## src/verilog/hbdfl_pkg.sv

```systemverilog
package hbdfl_pkg;
   // System clock rate in kHz.
   localparam int unsigned CLK_KHZ         = 25000;
   // Dead time inserted on a direction reversal, in ns.
   localparam int unsigned DEAD_NS         = 2000;
   // Dead time as a cycle count, rounded up.
   localparam int unsigned DEAD_CYC        =
      (DEAD_NS * (CLK_KHZ / 1000) + 999) / 1000;
   // Narrowest enable pulse the device follows, in ns.
   localparam int unsigned MIN_PULSE_NS    = 1000;
   // Narrowest pulse in cycles, rounded up.
   localparam int unsigned MIN_PULSE_CYC   =
      (MIN_PULSE_NS * (CLK_KHZ / 1000) + 999) / 1000;
   // Least enable high width for a guaranteed short check, in ns.
   localparam int unsigned SC_WIDTH_NS     = 16000;
   // That width in cycles, rounded up.
   localparam int unsigned SC_WIDTH_CYC    =
      (SC_WIDTH_NS * (CLK_KHZ / 1000) + 999) / 1000;
   // Internal chopping off-time in cycles (one period near 46 kHz).
   localparam int unsigned CHOP_OFF_CYC    = 543;
   // Counter width that covers every count above.
   localparam int unsigned CNT_W           = 10;
   // Drive states of the bridge.
   typedef enum logic [2:0] {
      HBDFL_STOP, HBDFL_FWD, HBDFL_REV, HBDFL_BRK_LO, HBDFL_BRK_HI
   } hbdfl_mode_t;
endpackage

```

## src/verilog/hbdfl_if.sv

```systemverilog
`timescale 1ns/1ns
// Pins between the host controller and the bridge logic.
interface hbdfl_if;
   logic dirInputA;  // Direction input, leg A.
   logic dirInputB;  // Direction input, leg B.
   logic enable;     // Drive enable, may carry PWM.
   logic faultN;     // Latched fault, active low.
   // Bridge device end.
   modport device (input dirInputA, input dirInputB, input enable,
                   output faultN);
   // Host controller end.
   modport host (output dirInputA, output dirInputB, output enable,
                 input faultN);
endinterface

```

## src/verilog/hbdfl_device.sv

```systemverilog
`timescale 1ns/1ns
// Summary of operation
// - Input A low: A high on, else low on.
// - Input B low: B high on, else low on.
// - Enable low, inputs not both low: stop.
// - Dead time inserted internally on reversal.
// - Both inputs low: brake, ground-side gates asserted.
// - Host stops with inputs high, enable low.
// - Host holds enable high to drive.
// - Enable gates drive, carries external PWM.
// - Host keeps PWM pulses at least 1 us; a supply ramp here drops enable at once.
// - Short check sure only for 16 us highs.
// - Host holds enable low during supply ramps.
// - Supply falling with enable high raises fault.
// - Any detector: fault low, all switches latched off.
// - Output short to supply or ground detected.
// - Only supply power cycle clears the latch.
// - Chop low sides when current hits limit.
// - Sense voltage over threshold trips overcurrent.
// - Shorted sense resistor gives no overcurrent trip.
// - All detectors share one shutdown latch.
module hbdfl_device #(
   parameter int unsigned DEAD_CYC     = hbdfl_pkg::DEAD_CYC,
   parameter int unsigned SC_WIDTH_CYC = hbdfl_pkg::SC_WIDTH_CYC,
   parameter int unsigned CHOP_OFF_CYC = hbdfl_pkg::CHOP_OFF_CYC
) (
   input  wire logic sys_clk,         // System clock.
   input  wire logic rst_n,           // Control supply power-on reset.
   input  wire logic supplyLow,       // Control supply under threshold.
   input  wire logic outShortDet,     // Output shorted to supply or ground.
   input  wire logic senseOverThr,    // Sense voltage above trip threshold.
   input  wire logic senseShorted,    // Sense resistor found shorted.
   input  wire logic overheatDet,     // Substrate overheated.
   input  wire logic currentAtLimit,  // Sensed current at the set peak.
   output logic      hsSwitchLegA,    // High side, leg A.
   output logic      lsSwitchLegA,    // Low side, leg A.
   output logic      hsSwitchLegB,    // High side, leg B.
   output logic      lsSwitchLegB,    // Low side, leg B.
   hbdfl_if.device   pins             // Pins from the host.
);
   // Refuse counts the counters cannot hold.
   if (DEAD_CYC < 1 || DEAD_CYC >= (1 << hbdfl_pkg::CNT_W) ||
       SC_WIDTH_CYC >= (1 << hbdfl_pkg::CNT_W) ||
       CHOP_OFF_CYC < 1 || CHOP_OFF_CYC >= (1 << hbdfl_pkg::CNT_W)) begin
      $error("hbdfl_device: count parameter out of range");
   end

   // Latched shutdown state, set by any detector, freed by reset only.
   logic                        faultLatch_ff;
   // Registered fault pin, so the pin leaves a flip-flop.
   logic                        faultN_ff;
   // Mode the legs are driven in now.
   hbdfl_pkg::hbdfl_mode_t      mode_ff;
   // Dead-time count and its next value.
   logic [hbdfl_pkg::CNT_W-1:0] deadCnt_ff;
   logic [hbdfl_pkg::CNT_W-1:0] nxt_deadCnt;
   // Width of the present enable high pulse.
   logic [hbdfl_pkg::CNT_W-1:0] enHighCnt_ff;
   // Off time left in the low-side chop.
   logic [hbdfl_pkg::CNT_W-1:0] chopCnt_ff;
   // Switch drive registers, one per bridge switch.
   logic                        hsA_ff;       // High side, leg A.
   logic                        lsA_ff;       // Low side, leg A.
   logic                        hsB_ff;       // High side, leg B.
   logic                        lsB_ff;       // Low side, leg B.

   // Short check is qualified by a long enough enable high; narrower
   // pulses may let a short go unseen.
   wire scQualified = (enHighCnt_ff >=
                       hbdfl_pkg::CNT_W'(SC_WIDTH_CYC));
   // Output shorted to either rail while the bridge is driven.
   wire shortTrip = outShortDet && pins.enable && scQualified;
   // Over the sense threshold, unless the sense resistor is shorted.
   wire ocTrip    = senseOverThr && !senseShorted;
   // Control supply sagging while the bridge is enabled.
   wire uvTrip    = supplyLow && pins.enable;
   // One latch serves every detector.
   wire anyTrip   = shortTrip || ocTrip || overheatDet || uvTrip;

   // Decode the pins into a mode.
   // Both inputs low asks for the ground-side brake.
   wire bothLow  = !pins.dirInputA && !pins.dirInputB;
   // Both inputs high with enable high asks for the supply-side brake.
   wire bothHigh = pins.dirInputA && pins.dirInputB;
   // Mode the pins ask for this cycle.
   hbdfl_pkg::hbdfl_mode_t reqMode;
   assign reqMode = bothLow ? hbdfl_pkg::HBDFL_BRK_LO :
                    !pins.enable ? hbdfl_pkg::HBDFL_STOP :
                    bothHigh ? hbdfl_pkg::HBDFL_BRK_HI :
                    pins.dirInputA ? hbdfl_pkg::HBDFL_FWD :
                    hbdfl_pkg::HBDFL_REV;
   // Every mode change waits out the dead time, so a reversal never has
   // both switches of a leg on together and the host need not pass
   // through stop first.
   wire modeChange = (reqMode != mode_ff);
   // The dead count has run out.
   wire deadDone   = (deadCnt_ff == '0);
   always_comb begin
      if (modeChange && deadDone) begin
         // A new mode is asked for: arm the full dead time.
         nxt_deadCnt = hbdfl_pkg::CNT_W'(DEAD_CYC);
      end else if (!deadDone) begin
         // Dead time running: count it down.
         nxt_deadCnt = deadCnt_ff - 1'b1;
      end else begin
         // Settled: nothing to count.
         nxt_deadCnt = deadCnt_ff;
      end
   end
   // All switches off while a change is pending or the count runs.
   wire inDead  = !deadDone || modeChange;
   // Chop holds the input-driven low sides off for a fixed time after the limit; low brake ignores it.
   wire chopOff = (chopCnt_ff != '0);
   // Supply-side switch of one leg: on while its input is low, and in
   // high brake, where both supply sides carry the motor current.
   function automatic logic legHigh(input logic dirIn, input logic brkL,
                                    input logic brkH);
      legHigh = !brkL && (brkH || !dirIn);
   endfunction
   // Ground-side switch of one leg: on while its input is high unless the
   // chop holds it off, and in low brake, where both ground sides conduct.
   function automatic logic legLow(input logic dirIn, input logic brkL,
                                   input logic brkH, input logic chop);
      legLow = !brkH && (brkL || (dirIn && !chop));
   endfunction
   // Legs may conduct only outside shutdown and outside the dead time.
   wire legOn   = !faultLatch_ff && !inDead;
   // Stop leaves every switch off.
   wire drvOn   = legOn && (mode_ff != hbdfl_pkg::HBDFL_STOP);
   // In low brake the ground sides conduct; in high brake the supply
   // sides do, and neither leg follows its own input then.
   wire brkLo   = (mode_ff == hbdfl_pkg::HBDFL_BRK_LO);
   wire brkHi   = (mode_ff == hbdfl_pkg::HBDFL_BRK_HI);
   // Next level of each switch, before the trip override.
   wire nxtHsA  = drvOn && legHigh(pins.dirInputA, brkLo, brkHi);
   wire nxtLsA  = drvOn &&
                  legLow(pins.dirInputA, brkLo, brkHi, chopOff);
   wire nxtHsB  = drvOn && legHigh(pins.dirInputB, brkLo, brkHi);
   wire nxtLsB  = drvOn &&
                  legLow(pins.dirInputB, brkLo, brkHi, chopOff);

   // Fault latch: set by any detector, cleared only by reset. The pin
   // copy moves on the same edge, so it never disagrees with the latch.
   always_ff @(posedge sys_clk) begin
      if (!rst_n) begin
         // Power-on reset is the only way out of shutdown.
         faultLatch_ff <= 1'b0;
         faultN_ff     <= 1'b1;
      end else if (anyTrip) begin
         // A detector fired: shut down and hold until reset.
         faultLatch_ff <= 1'b1;
         faultN_ff     <= 1'b0;
      end
   end
   // Mode and dead-time tracking.
   always_ff @(posedge sys_clk) begin
      if (!rst_n) begin
         // Start in stop with nothing pending.
         mode_ff    <= hbdfl_pkg::HBDFL_STOP;
         deadCnt_ff <= '0;
      end else begin
         deadCnt_ff <= nxt_deadCnt;
         if (modeChange && deadDone) begin
            // Take the new mode as the dead time is armed; the legs stay
            // off until the count runs out.
            mode_ff <= reqMode;
         end
      end
   end
   // Enable high width, saturating at the qualifying count.
   always_ff @(posedge sys_clk) begin
      if (!rst_n || !pins.enable) begin
         // A low enable restarts the measure.
         enHighCnt_ff <= '0;
      end else if (!scQualified) begin
         // Count up to the qualifying width, then hold.
         enHighCnt_ff <= enHighCnt_ff + 1'b1;
      end
   end
   // Chop off-timer, started when the current reaches its limit.
   always_ff @(posedge sys_clk) begin
      if (!rst_n) begin
         chopCnt_ff <= '0;
      end else if (chopOff) begin
         // Off time running: the low sides stay off, except in low brake.
         chopCnt_ff <= chopCnt_ff - 1'b1;
      end else if (currentAtLimit) begin
         // Current reached its peak: start a fresh off time.
         chopCnt_ff <= hbdfl_pkg::CNT_W'(CHOP_OFF_CYC);
      end
   end
   // Switch outputs leave from flip-flops. A trip clears them on the
   // same edge that sets the latch, so no switch outlives the fault by
   // a cycle.
   always_ff @(posedge sys_clk) begin
      if (!rst_n) begin
         // Every switch off while the control supply comes up.
         hsA_ff <= 1'b0;
         lsA_ff <= 1'b0;
         hsB_ff <= 1'b0;
         lsB_ff <= 1'b0;
      end else begin
         // Follow the decode unless a detector fires now.
         hsA_ff <= nxtHsA && !anyTrip;
         lsA_ff <= nxtLsA && !anyTrip;
         hsB_ff <= nxtHsB && !anyTrip;
         lsB_ff <= nxtLsB && !anyTrip;
      end
   end
   // Pins and switch gates come straight from the registers above.
   assign hsSwitchLegA = hsA_ff;
   assign lsSwitchLegA = lsA_ff;
   assign hsSwitchLegB = hsB_ff;
   assign lsSwitchLegB = lsB_ff;
   assign pins.faultN  = faultN_ff;
endmodule // hbdfl_device

```

## src/flat_wrapper.sv

```systemverilog
// flat-port wrapper written by rule: the top's interface ports become plain ports
module hbdfl_device_flat 
#(
   parameter int unsigned DEAD_CYC     = hbdfl_pkg::DEAD_CYC,
   parameter int unsigned SC_WIDTH_CYC = hbdfl_pkg::SC_WIDTH_CYC,
   parameter int unsigned CHOP_OFF_CYC = hbdfl_pkg::CHOP_OFF_CYC
)
  (sys_clk, rst_n, supplyLow, outShortDet, senseOverThr, senseShorted, overheatDet, currentAtLimit, hsSwitchLegA, lsSwitchLegA, hsSwitchLegB, lsSwitchLegB, pins_dirInputA, pins_dirInputB, pins_enable, pins_faultN);
  hbdfl_if pins_i ();
  input  wire logic sys_clk;
  input  wire logic rst_n;
  input  wire logic supplyLow;
  input  wire logic outShortDet;
  input  wire logic senseOverThr;
  input  wire logic senseShorted;
  input  wire logic overheatDet;
  input  wire logic currentAtLimit;
  output logic hsSwitchLegA;
  output logic lsSwitchLegA;
  output logic hsSwitchLegB;
  output logic lsSwitchLegB;
  input wire logic [$bits(pins_i.dirInputA)-1:0] pins_dirInputA;
  input wire logic [$bits(pins_i.dirInputB)-1:0] pins_dirInputB;
  input wire logic [$bits(pins_i.enable)-1:0] pins_enable;
  output wire logic [$bits(pins_i.faultN)-1:0] pins_faultN;
  assign pins_i.dirInputA = pins_dirInputA;
  assign pins_i.dirInputB = pins_dirInputB;
  assign pins_i.enable = pins_enable;
  assign pins_faultN = pins_i.faultN;
  hbdfl_device #(.DEAD_CYC(DEAD_CYC), .SC_WIDTH_CYC(SC_WIDTH_CYC), .CHOP_OFF_CYC(CHOP_OFF_CYC)) u_core (.sys_clk(sys_clk), .rst_n(rst_n), .supplyLow(supplyLow), .outShortDet(outShortDet), .senseOverThr(senseOverThr), .senseShorted(senseShorted), .overheatDet(overheatDet), .currentAtLimit(currentAtLimit), .hsSwitchLegA(hsSwitchLegA), .lsSwitchLegA(lsSwitchLegA), .hsSwitchLegB(hsSwitchLegB), .lsSwitchLegB(lsSwitchLegB), .pins(pins_i));
endmodule
```

## config.mk

```make
export PLATFORM = sky130hd
export DESIGN_NAME = hbdfl_device_flat
export DESIGN_NICKNAME = d
export VERILOG_FILES = /design/src/verilog/hbdfl_pkg.sv /design/src/verilog/hbdfl_if.sv /design/src/verilog/hbdfl_device.sv /design/src/flat_wrapper.sv
export SDC_FILE = /design/constraint.sdc
export NUM_CORES = 1
export LEC_CHECK = 0
export BUFFER_PORTS_ARGS = -buffer_cell sky130_fd_sc_hd__buf_2
export CAP_MARGIN = 20
export CORE_ASPECT_RATIO = 1.1
export CORE_MARGIN = 2
export CORE_UTILIZATION = 53
export DETAILED_ROUTE_END_ITERATION = 10
export GPL_TIMING_DRIVEN = 0
export PLACE_DENSITY = 0.87
export SLEW_MARGIN = 20
export SYNTH_ARGS = -nofsm -noshare
export SYNTH_HDL_FRONTEND = slang
export SYNTH_SLANG_ARGS = --single-unit
```

## constraint.sdc

```tcl
create_clock -name sys_clk -period 1.91 [get_ports sys_clk]
set_clock_uncertainty 0.1 [all_clocks]
set_input_delay 0.382 -clock sys_clk [delete_from_list [all_inputs] [get_ports sys_clk]]
set_output_delay 0.382 -clock sys_clk [all_outputs]
set_load 0.05 [all_outputs]
```

# Yosys cells after proc, flatten, opt, wreduce, memory -nomap -nowiden
# Cells that the tools add are included.
[totals]
regBits = 39
in_bits = 11
out_inout_bits = 5
elab_cells = 77
[classes]
n_addsub = 3
n_lt_le_gt_ge = 1
eq_ne = 4
mux = 8
bitwise_logic = 1
reduce_logical = 49
[ops]
columns = ["cell", "n"]
rows = [
  ["logical AND 1 bit", 23],
  ["2-to-1 mux 10 bit", 2],
  ["subtractor 10 x 1 -> 10 bit, second input constant", 2],
  ["logical NOT 1 bit", 12],
  ["2-to-1 mux 6 bit", 2],
  ["adder 10 x 1 -> 10 bit, second input constant", 1],
  ["greater-or-equal comparator 10 x 9 -> 1 bit, second input constant", 1],
  ["logical NOT 10 bit", 1],
  ["nonzero test 10 bit", 1],
  ["logical OR 1 bit", 9],
  ["2-to-1 mux 3 bit", 3],
  ["== test 3 x 2 -> 1 bit, second input constant", 1],
  ["== test 3 bit, second input constant", 1],
  ["!= test 3 bit", 1],
  ["nonzero test 3 bit", 1],
  ["2-to-1 mux 2 bit", 1],
  ["!= test 2 bit, second input constant", 1],
  ["nonzero test 2 bit", 1],
  ["OR reduction 2 bit", 1],
  ["inverter 1 bit", 1],
]

# Longest topological paths before layout
[depth]
ltp_word = 11
depth_mapped = 8

# Worst setup path before layout
# No wires, ideal clock.
[synth_path]
kind = "reg2reg"
from = "reg u_core.deadCnt_ff[0] (netlist name)"
to = "reg u_core.hsA_ff (netlist: u_core.hsSwitchLegA)"
arrival_time_ns = 1.930
required_ns = 1.740
slack_ns = -0.190
path_stages_with_launch = 9
synth_period_minus_slack_ns = 2.100
path_cell_list = "dfxtp_1 > inv_1 > ha_1 > or4b_4 > or3_1 > buf_6 > nor3_4 > o2111ai_1 > a21oi_1"
[synth_via]
elab_chain_len = 8
[synth_rtl]
columns = ["element", "line", "source"]
rows = [
  ["start: declaration", "hbdfl_device.sv:55", "logic [hbdfl_pkg::CNT_W-1:0] deadCnt_ff;"],
  ["start signal: assignment", "hbdfl_device.sv:162", "deadCnt_ff <= nxt_deadCnt;"],
  ["logical NOT 10 bit", "hbdfl_device.sv:97", "wire deadDone = (deadCnt_ff == '0);"],
  ["logical NOT 1 bit", "--", ""],
  ["logical OR 1 bit", "hbdfl_device.sv:111", "wire inDead = !deadDone || modeChange;"],
  ["logical NOT 1 bit", "hbdfl_device.sv:127", "wire legOn = !faultLatch_ff && !inDead;"],
  ["logical AND 1 bit", "hbdfl_device.sv:127", ""],
  ["logical AND 1 bit", "hbdfl_device.sv:129", "wire drvOn = legOn && (mode_ff != hbdfl_pkg::HBDFL_STOP);"],
  ["logical AND 1 bit", "hbdfl_device.sv:135", "wire nxtHsA = drvOn && legHigh(pins.dirInputA, brkLo, brkHi);"],
  ["logical AND 1 bit", "hbdfl_device.sv:204", "hsA_ff <= nxtHsA && !anyTrip;"],
  ["end signal: assignment", "hbdfl_device.sv:204", ""],
  ["end: declaration", "hbdfl_device.sv:62", "logic hsA_ff;"],
]
# Every way passes these cells.
# A chain may end at the register's enable or synchronous reset.

# Worst setup path after layout
[layout_path]
from = "reg u_core.deadCnt_ff[1] (netlist name)"
to = "reg u_core.deadCnt_ff[1] (netlist name)"
[layout_via]
elab_chain_len = 3
elab_cells_between_ends = 6
classes_between = "add/sub: 1; eq/ne: 1; mux: 2; reduce/logical: 2"
[layout_rtl]
columns = ["element", "line"]
rows = [
  ["subtractor 10 x 1 -> 10 bit / logical NOT 10 bit (equally long branches)", "hbdfl_device.sv:104, hbdfl_device.sv:97"],
  ["2-to-1 mux 6 bit / logical AND 1 bit (equally long branches)", "hbdfl_device.sv:102, hbdfl_device.sv:99"],
  ["2-to-1 mux 6 bit / != test 2 bit (equally long branches)", "--"],
]
# Parallel ways exist; a longest one is shown, timed or not. The select of a mux whose other input is x is not followed.

==> flow_metrics.tcl <==
set metrics [dict create \
    critical_path.max_stage_delay_ns 0.45 \
    vias 1711 \
    violations "setup timing" \
    cp-start-kind "register" \
    synth_nets 247 \
    critical_path.startpoint "u_core.deadCnt_ff[1]" \
    leakagePower_nw 0.921 \
    finalPower_mw 3.46 \
    synth-seq-area-share 0.405 \
    ys_types 44 \
    diodes 0 \
    rr_startpoint "u_core.deadCnt_ff[1]" \
    topRoutingLayerUsed "met4" \
    avgRoutedWirePerCell_um 12.7 \
    clockBufferDepth 2 \
    crit_top_cell "buf_4" \
    fmax_ghz 0.491 \
    drt_iter0_drc 88 \
    hold_violations 0 \
    route.final.wire_length_mm 3.93 \
    nFillCells 290 \
    netlist_instances 230 \
    dieWidth_um 61.5 \
    reg2reg_depth 8 \
    setup_violations 14 \
    worstPathArrival_ns 2.23 \
    port_buffers 12 \
    final_layout_size_suffix_gt1_frac 0.226 \
    yosysTopAreaCell "dfxtp_1" \
    avgSynthCellArea_um2 8.37 \
    grt_max_degree 12 \
    async_flop_share 0 \
    drt-pass1-iter-count 6 \
    nets 277 \
    relSlewSlack 0.675 \
    rsz0062_at_grt "yes" \
    crit_type "reg -> reg" \
    cellPowerDensity_nw_per_um2 1520 \
    maxCapViolCount 0 \
    grt_overflow 0 \
    cts.sinks 39 \
    track_usage 0.214 \
    yosys_warnings 0 \
    synth_most_common_cell "dfxtp_1" \
    die_height_um 67.2 \
    top_level_ports 16 \
    crit_path_end_kind "register" \
    via_per_inst 5.54 \
    cp-endpoint "u_core.deadCnt_ff[1]" \
    critPathRequiredTime_ns 2.11 \
    clkLatencyLatePin_ns 0.36 \
    crit_buf_inv 3 \
    start_util 0.564 \
    grt_pass1_wl_mm 6.46 \
    cp_top_family "simple AND/OR/NAND/NOR gates" \
    critPathMaxFanout 4 \
    worst_slew_pin_slew_ns 0.488 \
    synth_top_area_frac 0.405 \
    synthToLayoutAreaGrowth_pct 18.1 \
    core_area_um2 3410 \
    cts_hold_buf 0 \
    r2r_setup_slack_ns -0.12 \
    multi_input_area_um2 1140 \
    cts_tree "done" \
    numCtsBuffers 5 \
    synth_edf_count 0 \
    wl_met3_um 197 \
    ys_ff_latch 39 \
    antenna_found_initial 0 \
    synth_area_um2 1930 \
    rr_endpoint "u_core.deadCnt_ff[1]" \
    maxSlewViolCount 0 \
    finalCriticalPeriod_ns 2.03 \
    synth_area_leaders "dfxtp_1 (41%), nor2_1 (6.2%), nand2_1 (5.5%)" \
    hold_path.class "in -> reg" \
    finalCritPeriodShare 1.07 \
    regArea_um2 786 \
    path_depth 8 \
    postLayoutCoreUtil 0.666 \
    synth_ff_type "dfxtp_1" \
    dieArea_um2 4130 \
    drc 0 \
    htreeDepth 2 \
    clk_pin_slew_worst_paths_ns 0.11 \
    status "finished, violations left" \
    row_count 22 \
    ir_drop_uv 777 \
    setup_ws_ns -0.125 \
    critPathSlowestCell "or4b_4" \
    gp_congestion 0.804 \
    first_global_vias 1493 \
    root_buffer "clkbuf_4" \
    place_hpwl_mm 2.66 \
    synthTopCellsByCount "dfxtp_1 (39), nor2_1 (32), nand2_1 (28)" \
    drtAntennaViolNets 0 \
    wl_met2_mm 1.89 \
    crit_chain "inv_2 -> ha_4 -> or4b_4 -> or3_4 -> buf_4 -> buf_4 -> nand2_2 -> o311a_1" \
    routedLengthMet1_mm 1.74 \
]
-- cells by family after synthesis --
kind of cell             Yosys count  synth area share
AND/OR/NAND/NOR                  106             0.290
AO/OA/AOI/OAI                     43             0.148
multiplexers                       5            0.0260
buffers and inverters             21            0.0455
XOR/XNOR                          10            0.0455
adder cells (fa/ha/maj)            6            0.0390
flip-flops                        39             0.405
-- worst reg2reg max path: stages (launching register included) --
cell,delay (ns)
dfxtp_2,0.34
inv_2,0.08
ha_4,0.14
or4b_4,0.45
or3_4,0.37
buf_4,0.16
buf_4,0.14
nand2_2,0.06
o311a_1,0.15
-- layer usage --
metal	vias up	track usage
met4	0	0.101
met2	44	0.320
li1	871	-
met1	785	0.278
met5	-	0
met3	11	0.0670
-- metrics by stage --
step	setup TNS [ns]	area [µm²]	instances	setup slack, ns	hold WS (ns)
2_1_floorplan	-0.583	1960	230	-0.127	0.331
6_report	-1.02	2270	309	-0.125	0.214
3_3_place_gp	-2.28	2080	290	-0.229	0.345
5_1_grt	-2.22	2270	309	-0.201	0.223
3_5_place_dp	-2.56	2080	290	-0.283	0.362
4_1_cts	-0.915	2190	306	-0.154	0.214
-- final cells by class --
type / instances / share of cell area
inverter: 12 / 0.0198
clock buffer: 7 / 0.0198
tap: 48 / 0.0264
multi-input combinational: 170 / 0.501
buffer: 7 / 0.0121
sequential: 39 / 0.346
clock inverter: 1 / 0.00220
timing repair buffer: 25 / 0.0726
-- how the worst min path moves through the flow --
stage                     cells past startpoint                      to              startpoint
after floorplan                               2  u_core.enHighCnt_ff[8]  u_core.enHighCnt_ff[8]
after global placement                        2  u_core.enHighCnt_ff[8]  u_core.enHighCnt_ff[8]
after detailed placement                      2      u_core.pins.faultN      u_core.pins.faultN
after CTS                                     4      u_core.pins.faultN             overheatDet
after global routing                          3    u_core.deadCnt_ff[3]                   rst_n
final                                         4      u_core.pins.faultN             overheatDet
-- flip-flops by register name (all words and copies together) (netlist names) --
name                  count
u_core.lsSwitchLegB       1
u_core.mode_ff            3
u_core.hsSwitchLegA       1
u_core.enHighCnt_ff      10
u_core.hsSwitchLegB       1
u_core.faultLatch_ff      1
u_core.deadCnt_ff        10
u_core.lsSwitchLegA       1
u_core.chopCnt_ff        10
u_core.pins.faultN        1
-- repair_timing --
item / 4_1_cts / 5_1_grt
endpoints found under the hold margin: 0 / 0
setup buffers: 8 / 5
resized for setup: 2 / 19
endpoints found under the setup margin: 17 / 28
pin swaps: 3 / 7
-- where the power goes --
part | switching (mW) | total [mW] | internal [mW]
sequential | 0.235 | 1.26 | 1.02
clock | 0.260 | 0.404 | 0.143
combinational | 0.906 | 1.80 | 0.890
-- cell usage in the layout (no fill, tap or decap), drive strengths merged, types with 4 or more instances in the layout --
cell type  instances
o21ai              7
nand2             28
a21oi             16
inv               12
dfxtp             39
xor2               7
nor3              11
nor2              32
ha                 6
or3                6
buf               25
mux2i              5
nand3              4
clkbuf            14
and3               5
No activity file was read; power rests on OpenSTA's default activity.
